`src/pad_pull_regs.svh`:
```
// register offsets, field positions, reset values and sizes of the pad pull control
`ifndef PAD_PULL_REGS_SVH
`define PAD_PULL_REGS_SVH

// bus address width and register byte offsets
`define PP_ADDR_W 8
`define PP_CFG_OFFSET 8'h00
`define PP_STAT_OFFSET 8'h04

// pad configuration register fields
`define PP_GPD_BIT 25
`define PP_SPD_BIT 24
`define PP_CFG_RESET 32'h0000_0000

// status register fields
`define PP_STAT_VSEL_LSB 0
`define PP_STAT_SPD_LSB 4
`define PP_STAT_RESET_BIT 8
`define PP_STAT_DRAIN_BIT 9

// pad group counts
`define PP_GROUPS 4
`define PP_SPECIALS 4

`endif

```
`src/pad_pull_pkg.sv`:
```
// types shared by the pad pull control and its bench
`default_nettype none
package pad_pull_pkg;

  // reset sequencing states, one-hot
  typedef enum logic [2:0]
  {
    ST_HOLD = 3'b001,
    ST_RUN = 3'b010,
    ST_DRAIN = 3'b100
  } state_t;

  // software pull-disable bits of the pad configuration register
  typedef struct packed
  {
    logic special;
    logic general;
  } pull_ctrl_t;

  // one apb request as the slave sees it
  typedef struct packed
  {
    logic sel;
    logic en;
    logic wr;
    logic [7:0] addr;
    logic [31:0] wdata;
  } apb_req_t;

endpackage
`default_nettype wire

```
`src/pad_pull_reset_control.sv`:
```
// pad pull-up and pull-down control through power-on, hard and soft reset
//
// Chosen here: the placing of the registers and register access over APB.
`timescale 1ns/10ps
`include "pad_pull_regs.svh"
`default_nettype none

module pad_pull_reset_control
(
  input wire logic clock,
  input wire logic rstn,
  input wire logic hardResetInN,
  input wire logic busPending,
  input wire logic configValid,
  input wire logic [`PP_GROUPS-1:0] lowVoltFunc,
  input wire logic [`PP_SPECIALS-1:0] debugFunc,
  input wire logic [`PP_SPECIALS-1:0] driverEn,
  input wire logic psel,
  input wire logic penable,
  input wire logic pwrite,
  input wire logic [`PP_ADDR_W-1:0] paddr,
  input wire logic [31:0] pwdata,
  output logic [31:0] prdata,
  output logic pready,
  output logic pslverr,
  output logic [`PP_GROUPS-1:0] voltSelect,
  output logic generalPullDisable,
  output logic [`PP_SPECIALS-1:0] specialPullDisable,
  output logic [`PP_GROUPS-1:0] pullUpEn,
  output logic highVoltPullEn,
  output logic [`PP_SPECIALS-1:0] specialPullEn,
  output logic resetActive
);

  ////////////////////////////////////////////////////////////////////////////
  // declarations

  pad_pull_pkg::state_t state_reg;
  pad_pull_pkg::state_t state_next;
  pad_pull_pkg::pull_ctrl_t ctrl_reg;
  pad_pull_pkg::pull_ctrl_t ctrl_next;
  pad_pull_pkg::apb_req_t apbReq;
  logic hrMeta_reg;
  logic hrSync_reg;
  logic hardReq;
  logic inHold;
  logic inRun;
  logic inDrain;
  logic toRun;
  logic hardClear;
  logic nextRun;
  logic nextHold;
  logic access;
  logic respond;
  logic cfgHit;
  logic statHit;
  logic writeFire;
  logic [31:0] cfgWord;
  logic [31:0] statWord;
  logic [31:0] readMux;
  logic [31:0] prdata_next;
  logic pready_next;
  logic pslverr_next;
  logic [`PP_GROUPS-1:0] vsel_next;
  logic [`PP_GROUPS-1:0] pullUp_next;
  logic [`PP_SPECIALS-1:0] spd_next;
  logic [`PP_SPECIALS-1:0] spEn_next;

  ////////////////////////////////////////////////////////////////////////////
  // hard reset pin synchroniser

  // two flops; only the second one feeds logic
  always_ff @(posedge clock or negedge rstn)
  begin
    if (!rstn)
    begin
      hrMeta_reg <= 1'b1;
      hrSync_reg <= 1'b1;
    end
    else
    begin
      hrMeta_reg <= hardResetInN;
      hrSync_reg <= hrMeta_reg;
    end
  end

  // hard reset is acted on synchronously so a pending bus cycle is safe
  assign hardReq = ~hrSync_reg;

  ////////////////////////////////////////////////////////////////////////////
  // reset sequencing

  // state decode
  assign inHold = (state_reg == pad_pull_pkg::ST_HOLD);
  assign inRun = (state_reg == pad_pull_pkg::ST_RUN);
  assign inDrain = (state_reg == pad_pull_pkg::ST_DRAIN);

  // hold: pulls on; run: function applied; drain: wait for bus to finish.
  // no soft reset input exists: soft reset must not touch any of this
  always_comb
  begin
    state_next = state_reg;
    case (state_reg)
      pad_pull_pkg::ST_HOLD:
      begin
        if (configValid && !hardReq)
        begin
          state_next = pad_pull_pkg::ST_RUN;
        end
      end
      pad_pull_pkg::ST_RUN:
      begin
        if (hardReq)
        begin
          state_next = pad_pull_pkg::ST_DRAIN;
        end
      end
      pad_pull_pkg::ST_DRAIN:
      begin
        if (!busPending)
        begin
          state_next = pad_pull_pkg::ST_HOLD;
        end
      end
      default:
      begin
        state_next = pad_pull_pkg::ST_HOLD;
      end
    endcase
  end

  // transition strobes
  assign nextRun = (state_next == pad_pull_pkg::ST_RUN);
  assign nextHold = (state_next == pad_pull_pkg::ST_HOLD);
  assign toRun = inHold & nextRun;
  assign hardClear = inDrain & nextHold;

  // power-on reset lands in hold with every pull on
  always_ff @(posedge clock or negedge rstn)
  begin
    if (!rstn)
    begin
      state_reg <= pad_pull_pkg::ST_HOLD;
    end
    else
    begin
      state_reg <= state_next;
    end
  end

  ////////////////////////////////////////////////////////////////////////////
  // apb slave, one wait state per transfer

  // bundle the bus request
  assign apbReq = '{sel: psel, en: penable, wr: pwrite,
    addr: paddr, wdata: pwdata};

  // address decode and phase detection
  assign access = apbReq.sel & apbReq.en;
  assign respond = access & ~pready;
  assign cfgHit = (apbReq.addr == `PP_CFG_OFFSET);
  assign statHit = (apbReq.addr == `PP_STAT_OFFSET);
  assign writeFire = access & pready & apbReq.wr & cfgHit;

  // readback words; reserved bits read zero
  always_comb
  begin
    cfgWord = `PP_CFG_RESET;
    cfgWord[`PP_GPD_BIT] = ctrl_reg.general;
    cfgWord[`PP_SPD_BIT] = ctrl_reg.special;
    statWord = 32'h0000_0000;
    statWord[`PP_STAT_VSEL_LSB +: `PP_GROUPS] = voltSelect;
    statWord[`PP_STAT_SPD_LSB +: `PP_SPECIALS] = specialPullDisable;
    statWord[`PP_STAT_RESET_BIT] = ~inRun;
    statWord[`PP_STAT_DRAIN_BIT] = inDrain;
  end

  // read select; unmapped reads return zero with an error
  assign readMux = cfgHit ? cfgWord : (statHit ? statWord : 32'h0000_0000);
  assign prdata_next = (respond && !apbReq.wr) ? readMux : 32'h0000_0000;
  assign pready_next = respond;
  assign pslverr_next = respond & ~(cfgHit | (statHit & ~apbReq.wr));

  // bus answer flops
  always_ff @(posedge clock or negedge rstn)
  begin
    if (!rstn)
    begin
      prdata <= 32'h0000_0000;
      pready <= 1'b0;
      pslverr <= 1'b0;
    end
    else
    begin
      prdata <= prdata_next;
      pready <= pready_next;
      pslverr <= pslverr_next;
    end
  end

  ////////////////////////////////////////////////////////////////////////////
  // pad configuration register

  // hard reset clear beats a same-cycle write: the pads must come back on
  always_comb
  begin
    ctrl_next = ctrl_reg;
    if (hardClear)
    begin
      ctrl_next = '0;
    end
    else if (writeFire)
    begin
      ctrl_next.general = apbReq.wdata[`PP_GPD_BIT];
      ctrl_next.special = apbReq.wdata[`PP_SPD_BIT];
    end
  end

  // power-on clears the pull bits without a clock
  always_ff @(posedge clock or negedge rstn)
  begin
    if (!rstn)
    begin
      ctrl_reg <= '0;
    end
    else
    begin
      ctrl_reg <= ctrl_next;
    end
  end

  ////////////////////////////////////////////////////////////////////////////
  // per-group voltage select and pull-up enable

  genvar g;
  generate
    for (g = 0; g < `PP_GROUPS; g = g + 1)
    begin : groupGen
      // high through reset, then per function; a low select only rises
      // once drain is over, so the pull never fights a live bus cycle
      assign vsel_next[g] = toRun ? ~lowVoltFunc[g] :
        (nextHold ? 1'b1 : voltSelect[g]);
      // pad pull-up: select high and general disable clear
      assign pullUp_next[g] = vsel_next[g] & ~ctrl_next.general;
    end
  endgenerate

  // select and dual-voltage pull flops, all high at power-on
  always_ff @(posedge clock or negedge rstn)
  begin
    if (!rstn)
    begin
      voltSelect <= {`PP_GROUPS{1'b1}};
      pullUpEn <= {`PP_GROUPS{1'b1}};
    end
    else
    begin
      voltSelect <= vsel_next;
      pullUpEn <= pullUp_next;
    end
  end

  ////////////////////////////////////////////////////////////////////////////
  // general disable and high-voltage-only pads

  // one disable for all shared io and bridge pads
  always_ff @(posedge clock or negedge rstn)
  begin
    if (!rstn)
    begin
      generalPullDisable <= 1'b0;
      highVoltPullEn <= 1'b1;
    end
    else
    begin
      generalPullDisable <= ctrl_next.general;
      highVoltPullEn <= ~ctrl_next.general;
    end
  end

  ////////////////////////////////////////////////////////////////////////////
  // special disable for debug, tracking and arbitration pads

  genvar s;
  generate
    for (s = 0; s < `PP_SPECIALS; s = s + 1)
    begin : specialGen
      // forced low outside run; debug pads assert it at release
      assign spd_next[s] = nextRun & (ctrl_next.special | debugFunc[s]);
      // arbitration pads: pull off while the driver is on or the special disable is set
      assign spEn_next[s] = ~spd_next[s] & ~driverEn[s];
    end
  endgenerate

  // special pull flops; the same edge that enters run drops debug pulls
  always_ff @(posedge clock or negedge rstn)
  begin
    if (!rstn)
    begin
      specialPullDisable <= {`PP_SPECIALS{1'b0}};
      specialPullEn <= {`PP_SPECIALS{1'b1}};
    end
    else
    begin
      specialPullDisable <= spd_next;
      specialPullEn <= spEn_next;
    end
  end

  ////////////////////////////////////////////////////////////////////////////
  // reset indication

  // high whenever pads sit in their reset pull state
  always_ff @(posedge clock or negedge rstn)
  begin
    if (!rstn)
    begin
      resetActive <= 1'b1;
    end
    else
    begin
      resetActive <= ~nextRun;
    end
  end

  // bus pads end reset with select low, so no pull fights fetches;
  // general io keeps select high, and its pull-up stays on until software sets the general disable

endmodule

`default_nettype wire

```
`config.mk`:
```
export PLATFORM = sky130hd
export DESIGN_NAME = pad_pull_reset_control
export DESIGN_NICKNAME = d
export VERILOG_FILES = /design/src/pad_pull_pkg.sv /design/src/pad_pull_reset_control.sv
export VERILOG_INCLUDE_DIRS = /design/src /design/src/src
export SDC_FILE = /design/constraint.sdc
export NUM_CORES = 1
export LEC_CHECK = 0
export BUFFER_PORTS_ARGS = -buffer_cell sky130_fd_sc_hd__buf_2
export CAP_MARGIN = 40
export CORE_ASPECT_RATIO = 1.2
export CORE_MARGIN = 4
export CORE_UTILIZATION = 38
export CTS_BUF_LIST = sky130_fd_sc_hd__clkbuf_4 sky130_fd_sc_hd__clkbuf_8
export DETAILED_ROUTE_END_ITERATION = 10
export GPL_ROUTABILITY_DRIVEN = 1
export PLACE_DENSITY = 0.78
export SYNTH_ARGS = -nofsm -noshare
export SYNTH_HDL_FRONTEND = slang
export SYNTH_SLANG_ARGS = --single-unit
```
`constraint.sdc`:
```
create_clock -name clock -period 1.45 [get_ports clock]
set_input_delay 0.0725 -clock clock [delete_from_list [all_inputs] [get_ports clock]]
set_output_delay 0.0725 -clock clock [all_outputs]
set_load 0.005 [all_outputs]
```
==> run_results.csv <==
group,metric,value,unit
route,top_layer,"met4",
global_routing,antenna_found_initial,0,
power_and_ir_drop,p_sw,0.540,mW
cells_and_area,area_growth,40.4,%
floorplan,die_area,0.00541,mm²
route,wl_met1,1.42,mm
route,drtIter0Drc,44,
sta,setup_slack,-0.121,ns
job,maxCapViolCount,0,
power_and_ir_drop,combPwrFrac,13.8,%
worst_setup_path,worstSetupEndpointType,"register",
cells_and_area,largest_reg_flops,12,
yosys,synth_compound_area_share,8.52,%
hold_path,min_path_type,"input port to register",
global_routing,grt_pass1_vias,1220,
place,portBuffers,62,
floorplan,core_area,0.00404,mm²
place,dp_cells,257,
cts,tritoncts,"built",
floorplan,die_w,67.8,µm
worst_setup_path,required,1.64,ns
cells_and_area,antenna_cells,0,
route,route.met3.wl,276,µm
yosys,synth.distinct_cells,31,
route,num_vias,1249,
yosys,ys_warn_count,0,
yosys,ys_seq_area_share,61.2,%
sta,clock.fmax,636,MHz
route,dr_wl_met2,2.02,mm
worst_setup_path,start_kind,"register",
floorplan,die_h,79.8,µm
sta,period_share,108,%
cts,clk_pin_slew,0.08,ns
worst_setup_path,worstPathArrival,1.76,ns
outcome,status,"complete, but fails checks",
worst_setup_path,path_class,"register to register",
sta,fin_worst_skew,0.00780,ns
hold_path,hold_path_startpoint,"debugFunc[2]",
floorplan,initial_core_util,40.4,%
place,dp_hpwl,2.63,mm
power_and_ir_drop,p_leak,1.11,nW
cells_and_area,nets,283,
global_routing,overflow,0,
floorplan,row_count,25,
cells_and_area,stdcell_count,278,
yosys,syn_inst,135,
yosys,yosys.area_share.simple,18.3,%
global_routing,grt_max_degree,40,
place,place_congestion,0.706,
power_and_ir_drop,pwr_density_cell,951,mW/mm²
yosys,synthAdderAreaFrac,0,%
cells_and_area,drive_gt1_share,54.9,%
sta,finalSetupViolCount,14,
outcome,violations,"negative setup slack",
power_and_ir_drop,clkPwrFrac,31.9,%
route,routedWlPerCell,13.7,µm
yosys,ys_seq_elements,39,
power_and_ir_drop,peakVddDrop,0.000463,V
yosys,syn_area_per_cell,12.1,µm²
place,dp_slack,-0.428,ns
route,wl,3.80,mm
cts,cts_buffers,5,
cells_and_area,top_register,"prdata",
worst_setup_path,reg2reg_from,"pready",
power_and_ir_drop,p_total,2.18,mW
yosys,synthMuxAreaShare,1.38,%
cts,clock-root-buffer,"clkbuf_8",
cts,insertion_delay,0.29,ns
global_routing,grt_pass1_wl,5.66,mm
sta,drv_slew,0,
route,first_pass_iters,4,
cts,htree_levels,2,
worst_setup_path,reg2reg_depth,4,
power_and_ir_drop,switching_share,24.8,%
floorplan,pin_count,113,
sta,hold_viol,0,
sta,period_minus_slack,1.57,ns
cts,cts_sinks,39,
yosys,synth_top_family_by_area,"simple AND/OR/NAND/NOR gates",
yosys,synth_top_area_cell,"dfrtp_1",
route,viasPerCell,4.49,
hold_path,hold_path_end,"specialPullEn[2]",
hold_path,holdPathStages,3,
global_routing,grt_util_all_layers,14.4,%
worst_setup_path,cp_max_fo,5,
cells_and_area,final_util,56.7,%
yosys,synth_top_area_share,33.8,%
power_and_ir_drop,internal-power,1.64,mW
yosys,synthTopCellsByArea,"dfrtp_1 (34%), dfstp_2 (27%), buf_4 (9.2%)",
yosys,syn-cell-area,0.00163,mm²
cts,cts_buffer_depth,2,
worst_setup_path,regToRegSetupSlack,-0.12,ns
power_and_ir_drop,seqPwrFrac,54.3,%
worst_setup_path,reg2reg_to,"specialPullDisable[3]",
route,drc,0,
sta,rsz0062_at_grt,"yes",
route,ant_nets,0,
yosys,synth_xor_area_share,0,%
## cell usage after synthesis
cell type and number:
mux2i_4 1, or4b_2 1, nand4b_1 1, nand4_1 1, nand2b_1 2, inv_1 2, nor2_1 6, nor2b_1 2
buf_4 20, a211oi_1 4, o21ai_0 4, or4_4 2, and4b_1 2, nand2_1 5, dfstp_2 17, nor3b_1 2
nand3b_1 3, a21oi_1 8, a21boi_0 1, or3_1 5, and2_1 12, dfrtp_1 22, o21a_1 2, a21boi_1 1
o41a_1 1, nor4_1 1, nand3_1 1, conb_1 1, clkbuf_1 3, nor4bb_1 1, a21o_1 1
## repair_timing
action / CTS / global route
pin swaps: 8 / 6
hold buffers: 10 / 1
setup endpoints to repair: 15 / 18
gates resized for setup: 4 / 15
setup buffers: 1 / 1
hold endpoints to repair: 35 / 1
## critical path: stages (launching register included)
cell,delay (ns)
dfrtp_1,0.35
nand4_1,0.13
o41a_1,0.41
or3_4,0.40
and2_4,0.16
## layout by cell type, fill, tap and decap left out, types with 4 or more instances in the layout
cell / instances
a211oi_2: 4
nor2_1: 5
conb_1: 20
a21oi_2: 4
and2_1: 9
buf_2: 61
dfrtp_1: 22
dfstp_2: 17
o21ai_0: 4
or3_4: 4
a21oi_1: 4
dlygate4sd3_1: 11
clkbuf_8: 5
buf_4: 12
## area by class of cell
| class | count | area (µm²) |
|---|---|---|
| Sequential cell | 39 | 997 |
| Timing Repair Buffer | 85 | 517 |
| Inverter | 2 | 7.51 |
| Clock buffer | 5 | 68.8 |
| Tap cell | 54 | 67.6 |
| Fill cell | 342 | 1750 |
| Clock inverter | 3 | 15.0 |
| Multi-Input combinational cell | 90 | 617 |
## power by group through the flow
stage | clock network, mW | logic (mW) | registers [mW]
finish | 0.693 | 0.301 | 1.18
global route | 0.763 | 0.331 | 1.19
CTS | 0.704 | 0.272 | 1.18
detailed placement | 0 | 0.247 | 1.20
global placement | 0 | 0.242 | 1.20
floorplan | 0 | 0.135 | 1.20
## metal layers
layer  global-route usage [%]  vias to the layer above
met1                     15.9                      589
met3                     3.80                        8
met5                        0                        -
met2                     24.6                       58
met4                     7.36                        0
li1                         -                      594
## stage by stage
stage | TNS, ns | hold WS (ns) | area, µm²
6_report | -1.19 | 0.0243 | 2290
2_1_floorplan | -2.55 | -0.223 | 1720
3_5_place_dp | -5.93 | 0.144 | 2010
5_1_grt | -1.64 | 0.0141 | 2290
4_1_cts | -0.936 | 0.0134 | 2220
3_3_place_gp | -5.36 | 0.140 | 2010
## how the worst max path moves through the flow
stage	from	to	slack [ns]
6_report	pready	specialPullDisable[3]	-0.12
5_1_grt	pready	highVoltPullEn	-0.16
4_1_cts	paddr[6]	specialPullDisable[3]	-0.1
3_5_place_dp	paddr[5]	specialPullDisable[3]	-0.43
3_3_place_gp	paddr[5]	specialPullDisable[0]	-0.40
2_1_floorplan	paddr[5]	specialPullDisable[0]	-0.24
## kinds of logic (layout without fill, tap and decap cells)
logic type	count (synthesis)	after routing
compound gates	22	22
buf+inv	25	95
flops	39	39
mux	1	1
other cells	1	20
simple gates	47	47
No activity file was read; power rests on OpenSTA's default activity.
